### src/verilog/dfm_pkg.sv
// Package of constants for the drive fault monitor
package dfm_pkg;
	// ----------------------------------------
	// Timing
	// ----------------------------------------
	localparam int unsigned CLK_HZ = 40_000_000;
	localparam int unsigned TICK_HZ = 1000;
	localparam int unsigned TICK_DIV = CLK_HZ / TICK_HZ;
	localparam int unsigned LINK_LOST_S = 5;
	localparam int unsigned LINK_LOST_MS = LINK_LOST_S * TICK_HZ;
	localparam int unsigned XFER_ERR_S = 2;
	localparam int unsigned XFER_ERR_MS = XFER_ERR_S * TICK_HZ;
	localparam int unsigned OH_WIN_MIN = 5;
	localparam int unsigned OH_WIN_MS = OH_WIN_MIN * 60 * TICK_HZ;
	localparam int unsigned OH_COUNT = 3;
	// ----------------------------------------
	// Terminal function codes
	// ----------------------------------------
	localparam logic [7:0] FUNC_EXT_FAULT_A = 8'h19;
	localparam logic [7:0] FUNC_EXT_FAULT_B = 8'h44;
	localparam logic [1:0] EXT_SEL_MAX = 2'h1;
	// ----------------------------------------
	// AXI4-Lite register map
	// ----------------------------------------
	localparam logic [7:0] ADDR_STATUS = 8'h00;
	localparam logic [7:0] ADDR_MASK = 8'h04;
	localparam logic [7:0] ADDR_FAULT = 8'h08;
	localparam logic [7:0] ADDR_CTRL = 8'h0C;
	localparam logic [7:0] ADDR_FUNC_LO = 8'h10;
	localparam logic [7:0] ADDR_FUNC_HI = 8'h14;
	localparam logic [1:0] RESP_OKAY = 2'h0;
	localparam logic [1:0] RESP_SLVERR = 2'h2;
	// Fault vector bit positions
	localparam int unsigned FB_LINK_LOST = 8;
	localparam int unsigned FB_XFER_ERR = 9;
	localparam int unsigned FB_BUS_CONFLICT = 10;
	localparam int unsigned FB_REPEAT_OH = 11;
	localparam int unsigned FB_EXT_OVERLOAD = 12;
	localparam int unsigned FB_FUSE_OPEN = 13;
	localparam int unsigned NFAULT = 14;
	// Control register fields
	localparam int unsigned CTRL_EXTSEL_LSB = 0;
	localparam int unsigned CTRL_FUSE_FIT = 2;
	localparam int unsigned CTRL_RESET = 3;
	localparam logic [31:0] CTRL_RST_VAL = 32'h0000_0004;
	localparam logic [31:0] MASK_RST_VAL = 32'h0000_0000;
endpackage

### src/verilog/dfm_tick.sv
// Millisecond enable pulse divider
`timescale 1ns/10ps
module dfm_tick #(
	parameter int unsigned DIV = dfm_pkg::TICK_DIV
) (
	input wire logic aclk,
	input wire logic aresetn,
	output logic tick
);
	typedef struct packed {
		logic [31:0] cnt;
		logic tick;
	} dfm_tick_t;
	dfm_tick_t st_r;
	dfm_tick_t st_nxt;

	// Count up one period, pulse at the wrap
	always_comb begin
		st_nxt = st_r;
		st_nxt.tick = 1'b0;
		if (st_r.cnt >= DIV - 1) begin
			st_nxt.cnt = 32'h0000_0000;
			st_nxt.tick = 1'b1;
		end else begin
			st_nxt.cnt = st_r.cnt + 32'h0000_0001;
		end
	end

	always_ff @(posedge aclk) begin
		if (!aresetn) begin
			st_r <= '0;
		end else begin
			st_r <= st_nxt;
		end
	end

	assign tick = st_r.tick;
endmodule // dfm_tick

### src/verilog/dfm_overheat.sv
// Repeated heatsink overheat detector: three events in a window
`timescale 1ns/10ps
module dfm_overheat #(
	parameter int unsigned WIN_MS = dfm_pkg::OH_WIN_MS
) (
	input wire logic aclk,
	input wire logic aresetn,
	input wire logic tick,
	input wire logic overheat,
	input wire logic run_cmd,
	output logic repeat_trip
);
	typedef struct packed {
		logic [2:0][31:0] age;
		logic [2:0] live;
		logic oh_d;
		logic trip;
	} dfm_oh_t;
	dfm_oh_t st_r;
	dfm_oh_t st_nxt;
	logic rise;

	// Rising edge of the overheat fault
	assign rise = overheat & ~st_r.oh_d;

	// Slots age by tick; a new event shifts into slot 0
	always_comb begin
		st_nxt = st_r;
		st_nxt.oh_d = overheat;
		st_nxt.trip = 1'b0;
		for (int i = 0; i < 3; i++) begin
			if (tick && st_r.live[i]) begin
				if (st_r.age[i] >= WIN_MS - 1) begin
					st_nxt.live[i] = 1'b0;
				end else begin
					st_nxt.age[i] = st_r.age[i] + 32'h0000_0001;
				end
			end
		end
		if (!run_cmd) begin
			// Removing the run command forgives history
			st_nxt.live = 3'h0;
		end else if (rise) begin
			st_nxt.age[2] = st_nxt.age[1];
			st_nxt.age[1] = st_nxt.age[0];
			st_nxt.age[0] = 32'h0000_0000;
			st_nxt.live = {st_nxt.live[1:0], 1'b1};
			// Third event while two others still in window
			st_nxt.trip = st_r.live[0] & st_r.live[1];
		end
	end

	always_ff @(posedge aclk) begin
		if (!aresetn) begin
			st_r <= '0;
		end else begin
			st_r <= st_nxt;
		end
	end

	assign repeat_trip = st_r.trip;
endmodule // dfm_overheat

### src/verilog/dfm_fault_monitor.sv
// Drive fault monitor top with AXI4-Lite registers
//
// Added by the designer: the register offsets and register access over AXI4-Lite.
`timescale 1ns/10ps
module dfm_fault_monitor #(
	parameter int unsigned TICK_DIV = dfm_pkg::TICK_DIV,
	parameter int unsigned LOST_MS = dfm_pkg::LINK_LOST_MS,
	parameter int unsigned XERR_MS = dfm_pkg::XFER_ERR_MS,
	parameter int unsigned OH_MS = dfm_pkg::OH_WIN_MS
) (
	input wire logic aclk,
	input wire logic aresetn,
	input wire logic [7:0] s_axi_awaddr,
	input wire logic s_axi_awvalid,
	output logic s_axi_awready,
	input wire logic [31:0] s_axi_wdata,
	input wire logic [3:0] s_axi_wstrb,
	input wire logic s_axi_wvalid,
	output logic s_axi_wready,
	output logic [1:0] s_axi_bresp,
	output logic s_axi_bvalid,
	input wire logic s_axi_bready,
	input wire logic [7:0] s_axi_araddr,
	input wire logic s_axi_arvalid,
	output logic s_axi_arready,
	output logic [31:0] s_axi_rdata,
	output logic [1:0] s_axi_rresp,
	output logic s_axi_rvalid,
	input wire logic s_axi_rready,
	input wire logic [7:0] terminal_in,
	input wire logic keypad_rx_ok,
	input wire logic keypad_rx_err,
	input wire logic profibus_active,
	input wire logic modbus_active,
	input wire logic heatsink_overheat_fault,
	input wire logic run_cmd,
	input wire logic fire_mode,
	input wire logic overload_in,
	input wire logic fuse_open_in,
	output logic fault_active,
	output logic [13:0] fault_code,
	output logic irq
);
	// Width of the fault vector
	localparam int unsigned NF = dfm_pkg::NFAULT;

	// ----------------------------------------
	// State
	// ----------------------------------------
	// All state of the block, registered in one place
	typedef struct packed {
		logic [NF-1:0] latch;       // Latched faults
		logic [NF-1:0] status;      // Sticky event bits
		logic [NF-1:0] mask;        // Interrupt enables
		logic [31:0] ctrl;          // Selection, fuse fitted
		logic [7:0][7:0] func;      // Terminal functions
		logic linked;               // Keypad has exchanged data
		logic [31:0] lost_cnt;      // Ms since reset while unlinked
		logic [31:0] xerr_cnt;      // Ms of persisting errors
		logic aw_got;
		logic w_got;
		logic [7:0] awaddr;
		logic [31:0] wdata;
		logic [3:0] wstrb;
		logic bvalid;
		logic [1:0] bresp;
		logic rvalid;
		logic [31:0] rdata;
		logic [1:0] rresp;
		logic irq;
		logic awrdy; // Registered write address ready
		logic wrdy; // Registered write data ready
		logic arrdy; // Registered read address ready
		logic active; // Registered any-fault flag
	} dfm_top_t;
	dfm_top_t st_r;
	dfm_top_t st_nxt;

	logic tick;
	logic repeat_trip;
	logic [NF-1:0] cause;   // Live fault conditions
	logic [NF-1:0] event_v; // New fault this cycle
	logic [7:0] term_cause; // Live terminal fault conditions
	logic ext_en; // Terminal faults allowed by selection

	// ----------------------------------------
	// Submodules
	// ----------------------------------------
	// Millisecond enable shared by all timers
	dfm_tick #(.DIV(TICK_DIV)) u_tick (
		.aclk(aclk),
		.aresetn(aresetn),
		.tick(tick)
	);

	// Overheat history for the repeat-trip protection
	dfm_overheat #(.WIN_MS(OH_MS)) u_oh (
		.aclk(aclk),
		.aresetn(aresetn),
		.tick(tick),
		.overheat(heatsink_overheat_fault),
		.run_cmd(run_cmd),
		.repeat_trip(repeat_trip)
	);

	// ----------------------------------------
	// Fault conditions
	// ----------------------------------------
	// External fault selection must be 0 or 1; higher values mute
	// every terminal fault
	assign ext_en = st_r.ctrl[dfm_pkg::CTRL_EXTSEL_LSB +: 2]
		<= dfm_pkg::EXT_SEL_MAX;

	// One terminal fault per input
	for (genvar g = 0; g < 8; g++) begin : g_term
		assign term_cause[g] = ext_en & terminal_in[g]
			& (st_r.func[g] == dfm_pkg::FUNC_EXT_FAULT_A
			| st_r.func[g] == dfm_pkg::FUNC_EXT_FAULT_B);
	end

	// Keypad and other conditions; each cause is a live level and
	// the latching happens in the next-state logic
	always_comb begin
		cause[7:0] = term_cause;
		cause[dfm_pkg::FB_LINK_LOST] = !st_r.linked
			&& st_r.lost_cnt >= LOST_MS;
		cause[dfm_pkg::FB_XFER_ERR] = st_r.linked
			&& st_r.xerr_cnt > XERR_MS;
		cause[dfm_pkg::FB_BUS_CONFLICT] = profibus_active
			& modbus_active;
		cause[dfm_pkg::FB_REPEAT_OH] = repeat_trip;
		cause[dfm_pkg::FB_EXT_OVERLOAD] = fire_mode
			& overload_in;
		cause[dfm_pkg::FB_FUSE_OPEN] = st_r.ctrl[dfm_pkg::CTRL_FUSE_FIT]
			& fuse_open_in;
	end

	// A fault counts as new only before its latch has set
	assign event_v = cause & ~st_r.latch;

	// ----------------------------------------
	// Next-state logic
	// ----------------------------------------
	always_comb begin
		logic wr_go;
		logic rd_go;
		logic do_reset;
		wr_go = 1'b0;
		rd_go = 1'b0;
		do_reset = 1'b0;
		st_nxt = st_r;

		// Keypad link timers on millisecond ticks; both stop at their
		// limit so neither can wrap back to quiet
		if (keypad_rx_ok) begin
			st_nxt.linked = 1'b1;
		end
		if (tick && !st_r.linked && st_r.lost_cnt < LOST_MS) begin
			st_nxt.lost_cnt = st_r.lost_cnt + 32'h0000_0001;
		end
		// Any clean cycle restarts the error persistence count
		if (!keypad_rx_err) begin
			st_nxt.xerr_cnt = 32'h0000_0000;
		end else if (tick && st_r.xerr_cnt <= XERR_MS) begin
			st_nxt.xerr_cnt = st_r.xerr_cnt + 32'h0000_0001;
		end

		// Write channel: take address and data in either order; a
		// response still waiting for bready stalls the next write
		if (s_axi_awvalid && !st_r.aw_got) begin
			st_nxt.aw_got = 1'b1;
			st_nxt.awaddr = s_axi_awaddr;
		end
		if (s_axi_wvalid && !st_r.w_got) begin
			st_nxt.w_got = 1'b1;
			st_nxt.wdata = s_axi_wdata;
			st_nxt.wstrb = s_axi_wstrb;
		end
		if (st_r.aw_got && st_r.w_got && !st_r.bvalid) begin
			wr_go = 1'b1;
			st_nxt.aw_got = 1'b0;
			st_nxt.w_got = 1'b0;
			st_nxt.bvalid = 1'b1;
			st_nxt.bresp = dfm_pkg::RESP_OKAY;
			case (st_r.awaddr)
				dfm_pkg::ADDR_MASK: begin
					st_nxt.mask = st_r.wdata[NF-1:0];
				end
				dfm_pkg::ADDR_CTRL: begin
					st_nxt.ctrl = {29'h0000_0000, st_r.wdata[2:0]};
					do_reset = st_r.wdata[dfm_pkg::CTRL_RESET];
				end
				dfm_pkg::ADDR_FUNC_LO: begin
					st_nxt.func[3:0] = st_r.wdata;
				end
				dfm_pkg::ADDR_FUNC_HI: begin
					st_nxt.func[7:4] = st_r.wdata;
				end
				dfm_pkg::ADDR_STATUS, dfm_pkg::ADDR_FAULT: begin
					st_nxt.bresp = dfm_pkg::RESP_OKAY;
				end
				default: begin
					st_nxt.bresp = dfm_pkg::RESP_SLVERR;
				end
			endcase
		end
		if (st_r.bvalid && s_axi_bready) begin
			st_nxt.bvalid = 1'b0;
		end

		// Read channel; a status read clears it, but an event in the
		// same cycle still wins below
		if (s_axi_arvalid && !st_r.rvalid) begin
			rd_go = 1'b1;
			st_nxt.rvalid = 1'b1;
			st_nxt.rresp = dfm_pkg::RESP_OKAY;
			st_nxt.rdata = 32'h0000_0000;
			case (s_axi_araddr)
				dfm_pkg::ADDR_STATUS: begin
					st_nxt.rdata[NF-1:0] = st_r.status;
					st_nxt.status = '0;
				end
				dfm_pkg::ADDR_MASK: begin
					st_nxt.rdata[NF-1:0] = st_r.mask;
				end
				dfm_pkg::ADDR_FAULT: begin
					st_nxt.rdata[NF-1:0] = st_r.latch;
				end
				dfm_pkg::ADDR_CTRL: begin
					st_nxt.rdata = st_r.ctrl;
				end
				dfm_pkg::ADDR_FUNC_LO: begin
					st_nxt.rdata = st_r.func[3:0];
				end
				dfm_pkg::ADDR_FUNC_HI: begin
					st_nxt.rdata = st_r.func[7:4];
				end
				default: begin
					st_nxt.rresp = dfm_pkg::RESP_SLVERR;
				end
			endcase
		end
		if (st_r.rvalid && s_axi_rready) begin
			st_nxt.rvalid = 1'b0;
		end

		// Fault latches: reset frees only faults whose cause is gone,
		// so a standing fault cannot be acknowledged away
		if (do_reset) begin
			st_nxt.latch = st_r.latch & cause;
		end
		st_nxt.latch = st_nxt.latch | cause;
		// New events set sticky status, winning over a read clear
		st_nxt.status = st_nxt.status | event_v;
		st_nxt.irq = |(st_nxt.status & st_nxt.mask);
		if (wr_go || rd_go) begin
			st_nxt.irq = |(st_nxt.status & st_nxt.mask);
		end
		// Readies and fault flag are registered from the next state
		// so that every output leaves a flip-flop directly
		st_nxt.awrdy = !st_nxt.aw_got;
		st_nxt.wrdy = !st_nxt.w_got;
		st_nxt.arrdy = !st_nxt.rvalid;
		st_nxt.active = st_nxt.latch != '0;
	end

	// Register the whole state; ctrl and the readies reset non-zero
	always_ff @(posedge aclk) begin
		if (!aresetn) begin
			st_r <= '0;
			st_r.ctrl <= dfm_pkg::CTRL_RST_VAL;
			st_r.awrdy <= 1'b1;
			st_r.wrdy <= 1'b1;
			st_r.arrdy <= 1'b1;
		end else begin
			st_r <= st_nxt;
		end
	end

	// ----------------------------------------
	// Outputs, all from flip-flops
	// ----------------------------------------
	assign s_axi_awready = st_r.awrdy;
	assign s_axi_wready = st_r.wrdy;
	assign s_axi_bvalid = st_r.bvalid;
	assign s_axi_bresp = st_r.bresp;
	assign s_axi_arready = st_r.arrdy;
	assign s_axi_rvalid = st_r.rvalid;
	assign s_axi_rdata = st_r.rdata;
	assign s_axi_rresp = st_r.rresp;
	// Latched faults stay on display until reset and cleared
	assign fault_code = st_r.latch;
	assign fault_active = st_r.active;
	assign irq = st_r.irq;
endmodule // dfm_fault_monitor

### config.mk
export PLATFORM = sky130hd
export DESIGN_NAME = dfm_fault_monitor
export DESIGN_NICKNAME = d
export VERILOG_FILES = /design/src/verilog/dfm_pkg.sv /design/src/verilog/dfm_tick.sv /design/src/verilog/dfm_overheat.sv /design/src/verilog/dfm_fault_monitor.sv
export SDC_FILE = /design/constraint.sdc
export NUM_CORES = 1
export LEC_CHECK = 0
export ABC_AREA = 0
export BUFFER_PORTS_ARGS = -buffer_cell sky130_fd_sc_hd__buf_2
export CORE_MARGIN = 2
export CORE_UTILIZATION = 55
export DETAILED_ROUTE_END_ITERATION = 6
export GPL_ROUTABILITY_DRIVEN = 0
export PLACE_DENSITY = 0.79
export SYNTH_ARGS = -nofsm -noshare
export SYNTH_HDL_FRONTEND = slang
export SYNTH_SLANG_ARGS = --single-unit
### constraint.sdc
create_clock -name aclk -period 4.43 [get_ports aclk]
set_input_delay 0.886 -clock aclk [delete_from_list [all_inputs] [get_ports aclk]]
set_output_delay 0.886 -clock aclk [all_outputs]
set_load 0.05 [all_outputs]
==> results.md <==
* Rows at 59
* Avg WL per Cell at 18.27 microns
* Final setup viols at 0
* Highest clock rate at 322.8 MHz
* Status: completed
* First-pass GRT wire length at 61030 microns
* Final Slew Violations at 0
* Area post-placement at 15110 sq um
* Clock Path Buffers at 3
* CP required at 4.82 ns
* Cells after DPL at 2026
* Sequential fraction of the synthesis area at 49.12%
* Synth top area share at 49.12%
* Startpoint types: input pin
* Final HPWL DP at roughly 26000 microns
* IO Port Bufs at 126
* Tot GR Track Use at 26.78%
* Max-cap violations at 0
* Clock slew at reported path FFs at 0.06 ns
* Top cells by area, synth: dfxtp_1, nand2_1, a21oi_1
* CTS tree: yes
* Pre-CTS setup slack at 0.8854 ns
* Initial antenna violation count at 1
* Die area at 27850 sq um
* Clock Skew at around 0.019 ns
* Hold crit path type: reg -> reg
* Area of the multi-input gates at between 6000 and 7000 sq um
* Final hold vios at 0
* Worst slew margin at 22.73%
* Mapped Area at 14590 sq um
* Crit path setup slack, layout at 1.332 ns
* Leakage power at 6.330 nW
* Layout cells sized above 1 at between 10% and 20%
* # IOs at between 100 and 150
* TritonCTS buffer count at 37
* Die height at 166.9 microns
* Yosys cell types at 75
* Reg2reg setup slack at 1.47 ns
* Final ANT Viol Nets at 0
* Final core occ at 62.53%
* Drt first pass iters at 6
* Vias at around 12000
* Worst slew pin tran at between 1 and 1.5 ns
* Vias per std cell at 5.945
* Number of global-route vias before repair at between 10000 and 15000
* Final Cycle Share at a little over two thirds
* Worst-path fanout max at 14
* # hold bufs at CTS at 0
* Setup TNS at 0 ns
* Initial drt markers at 1333
* Synth Instances at 1674
* DRC violation count after routing at 0
* Worst Path Class, Setup: in -> reg
* Initial core utilization at 55.99%
* Hold slack at 0.4560 ns
* Clock sink count at 358
* H-tree level count at 2
* Yosys reg bits at 358
* Root buffer cell: clkbuf_16
* Worst setup EP type: register
* Total power at 6.649 mW
* P&R area growth vs syn at 11.68%
* Fill cell count at 2178
* Crit path time final at 3.098 ns
* Post-synth EDFFs at 0
* Final WL at around 38000 microns
* NumNets Final at 1813
* Largest net degree at the start of global routing at 93
* RSZ-0062 raised after global routing: no
* Critical path data arrival time at 3.48 ns
* Setup Buffers After CTS at 0
* Post-synth ARST share at 0%
* Register Area at 7167 sq um
* Later-pin clock latency in the skew report at 0.53 ns
* Non-filler cells in the finished layout at 2091
* Die Wd at 166.9 microns
* Core ar. at 26060 sq um
* Global route overflow at 0
* Max IR drop VDD at roughly 430 uV
* Primary FF master, synth: dfxtp_1
* Final instance area at between 15000 and 20000 sq um
* N_diodes at 0
* Power Dens Cells at slightly above 400 nW/um^2
* Post-synth top area cell: dfxtp_1
* Mean Syn Cell Area at just under 9 sq um
* Synth Warn # at 0
* Post-CTS Resized at 0
final timing paths:
check             cells past startpoint                       end                     start
setup / recovery                      7            irq$_SDFF_PN0_           s_axi_araddr[4]
hold / removal                        2  u_oh.st_r[57]$_SDFF_PN0_  u_oh.st_r[57]$_SDFF_PN0_
setup reg to reg                      6            irq$_SDFF_PN0_     st_r[83]$_SDFFE_PN0P_
hold reg to reg                       2  u_oh.st_r[57]$_SDFF_PN0_  u_oh.st_r[57]$_SDFF_PN0_
metal layers:
layer  share of wire [%]  track usage, %  vias to the layer above
met5               0.034               0                        -
met4                 4.0           10.42                        2
met3                 8.9           6.725                      115
met2                  45           43.25                      579
met1                  42           34.55                     5870
li1                    -               -                     5865
cells by family after synthesis:
| family | synth area share (%) |
|---|---|
| other cells | 0.02570 |
| buf+inv | 5.642 |
| mux | 4.013 |
| fa+ha+maj | 0.6002 |
| xor+xnor | 3.541 |
| simple gates | 24.62 |
| flops | 49.12 |
| compound gates | 12.44 |
cell usage after synthesis, types with 21 or more instances:
| master | n |
|---|---|
| a21oi_1 | 163 |
| a22oi_1 | 25 |
| and2_1 | 39 |
| and3_1 | 61 |
| buf_4 | 50 |
| clkbuf_1 | 79 |
| dfxtp_1 | 358 |
| inv_1 | 21 |
| mux2i_1 | 36 |
| nand2_1 | 308 |
| nand3_1 | 50 |
| nand4_1 | 29 |
| nor2_1 | 127 |
| nor4_1 | 34 |
| xor2_1 | 49 |
where the power goes:
part	switching (mW)	internal, mW
registers	0.0494	3.27
clock network	1.26	1.77
logic	0.210	0.0923
worst max-delay path, cell delays in order:
cell	delay (ns)
buf_2	0.12
nor4_1	0.59
nand4_1	0.76
a32oi_1	0.52
o22ai_1	0.17
nor4_1	0.30
a31oi_1	0.12
flip-flops by register name, indices dropped and copies added, names as in the netlist, named ones only:
register and count:
s_axi_bvalid 1, u_tick.tick 1, s_axi_arready 1, s_axi_rvalid 1, s_axi_rresp 1, irq 1, fault_code 14, s_axi_rdata 32
s_axi_awready 1, s_axi_bresp 1, u_oh.st_r 66, s_axi_wready 1, u_oh.repeat_trip 1, fault_active 1, u_tick.st_r 32, st_r 202
final cells by class:
type / count / share of cell area, %
clock buffers: 54 / 6.688
clock inverters: 11 / 0.5605
inverters: 22 / 0.5375
multi-input cells: 1168 / 41.01
flip-flops and latches: 358 / 43.98
well taps: 335 / 2.572
repair buffers: 143 / 4.653
cells in the final DEF (no fill, tap or decap), types with 17 or more instances in the layout:
cell and count:
nor4_1 34, mux2_2 18, clkbuf_16 37, a22oi_1 25, conb_1 18, a21oi_1 163, nand3_1 49, buf_4 17
and3_1 61, o22ai_1 18, xor2_1 49, dfxtp_1 358, nor2_1 127, buf_2 126, inv_1 21, nand2_1 308
mux2i_1 36, nand4_1 29, and2_1 39, o21ai_0 18
No activity file was read; power rests on OpenSTA's default activity.
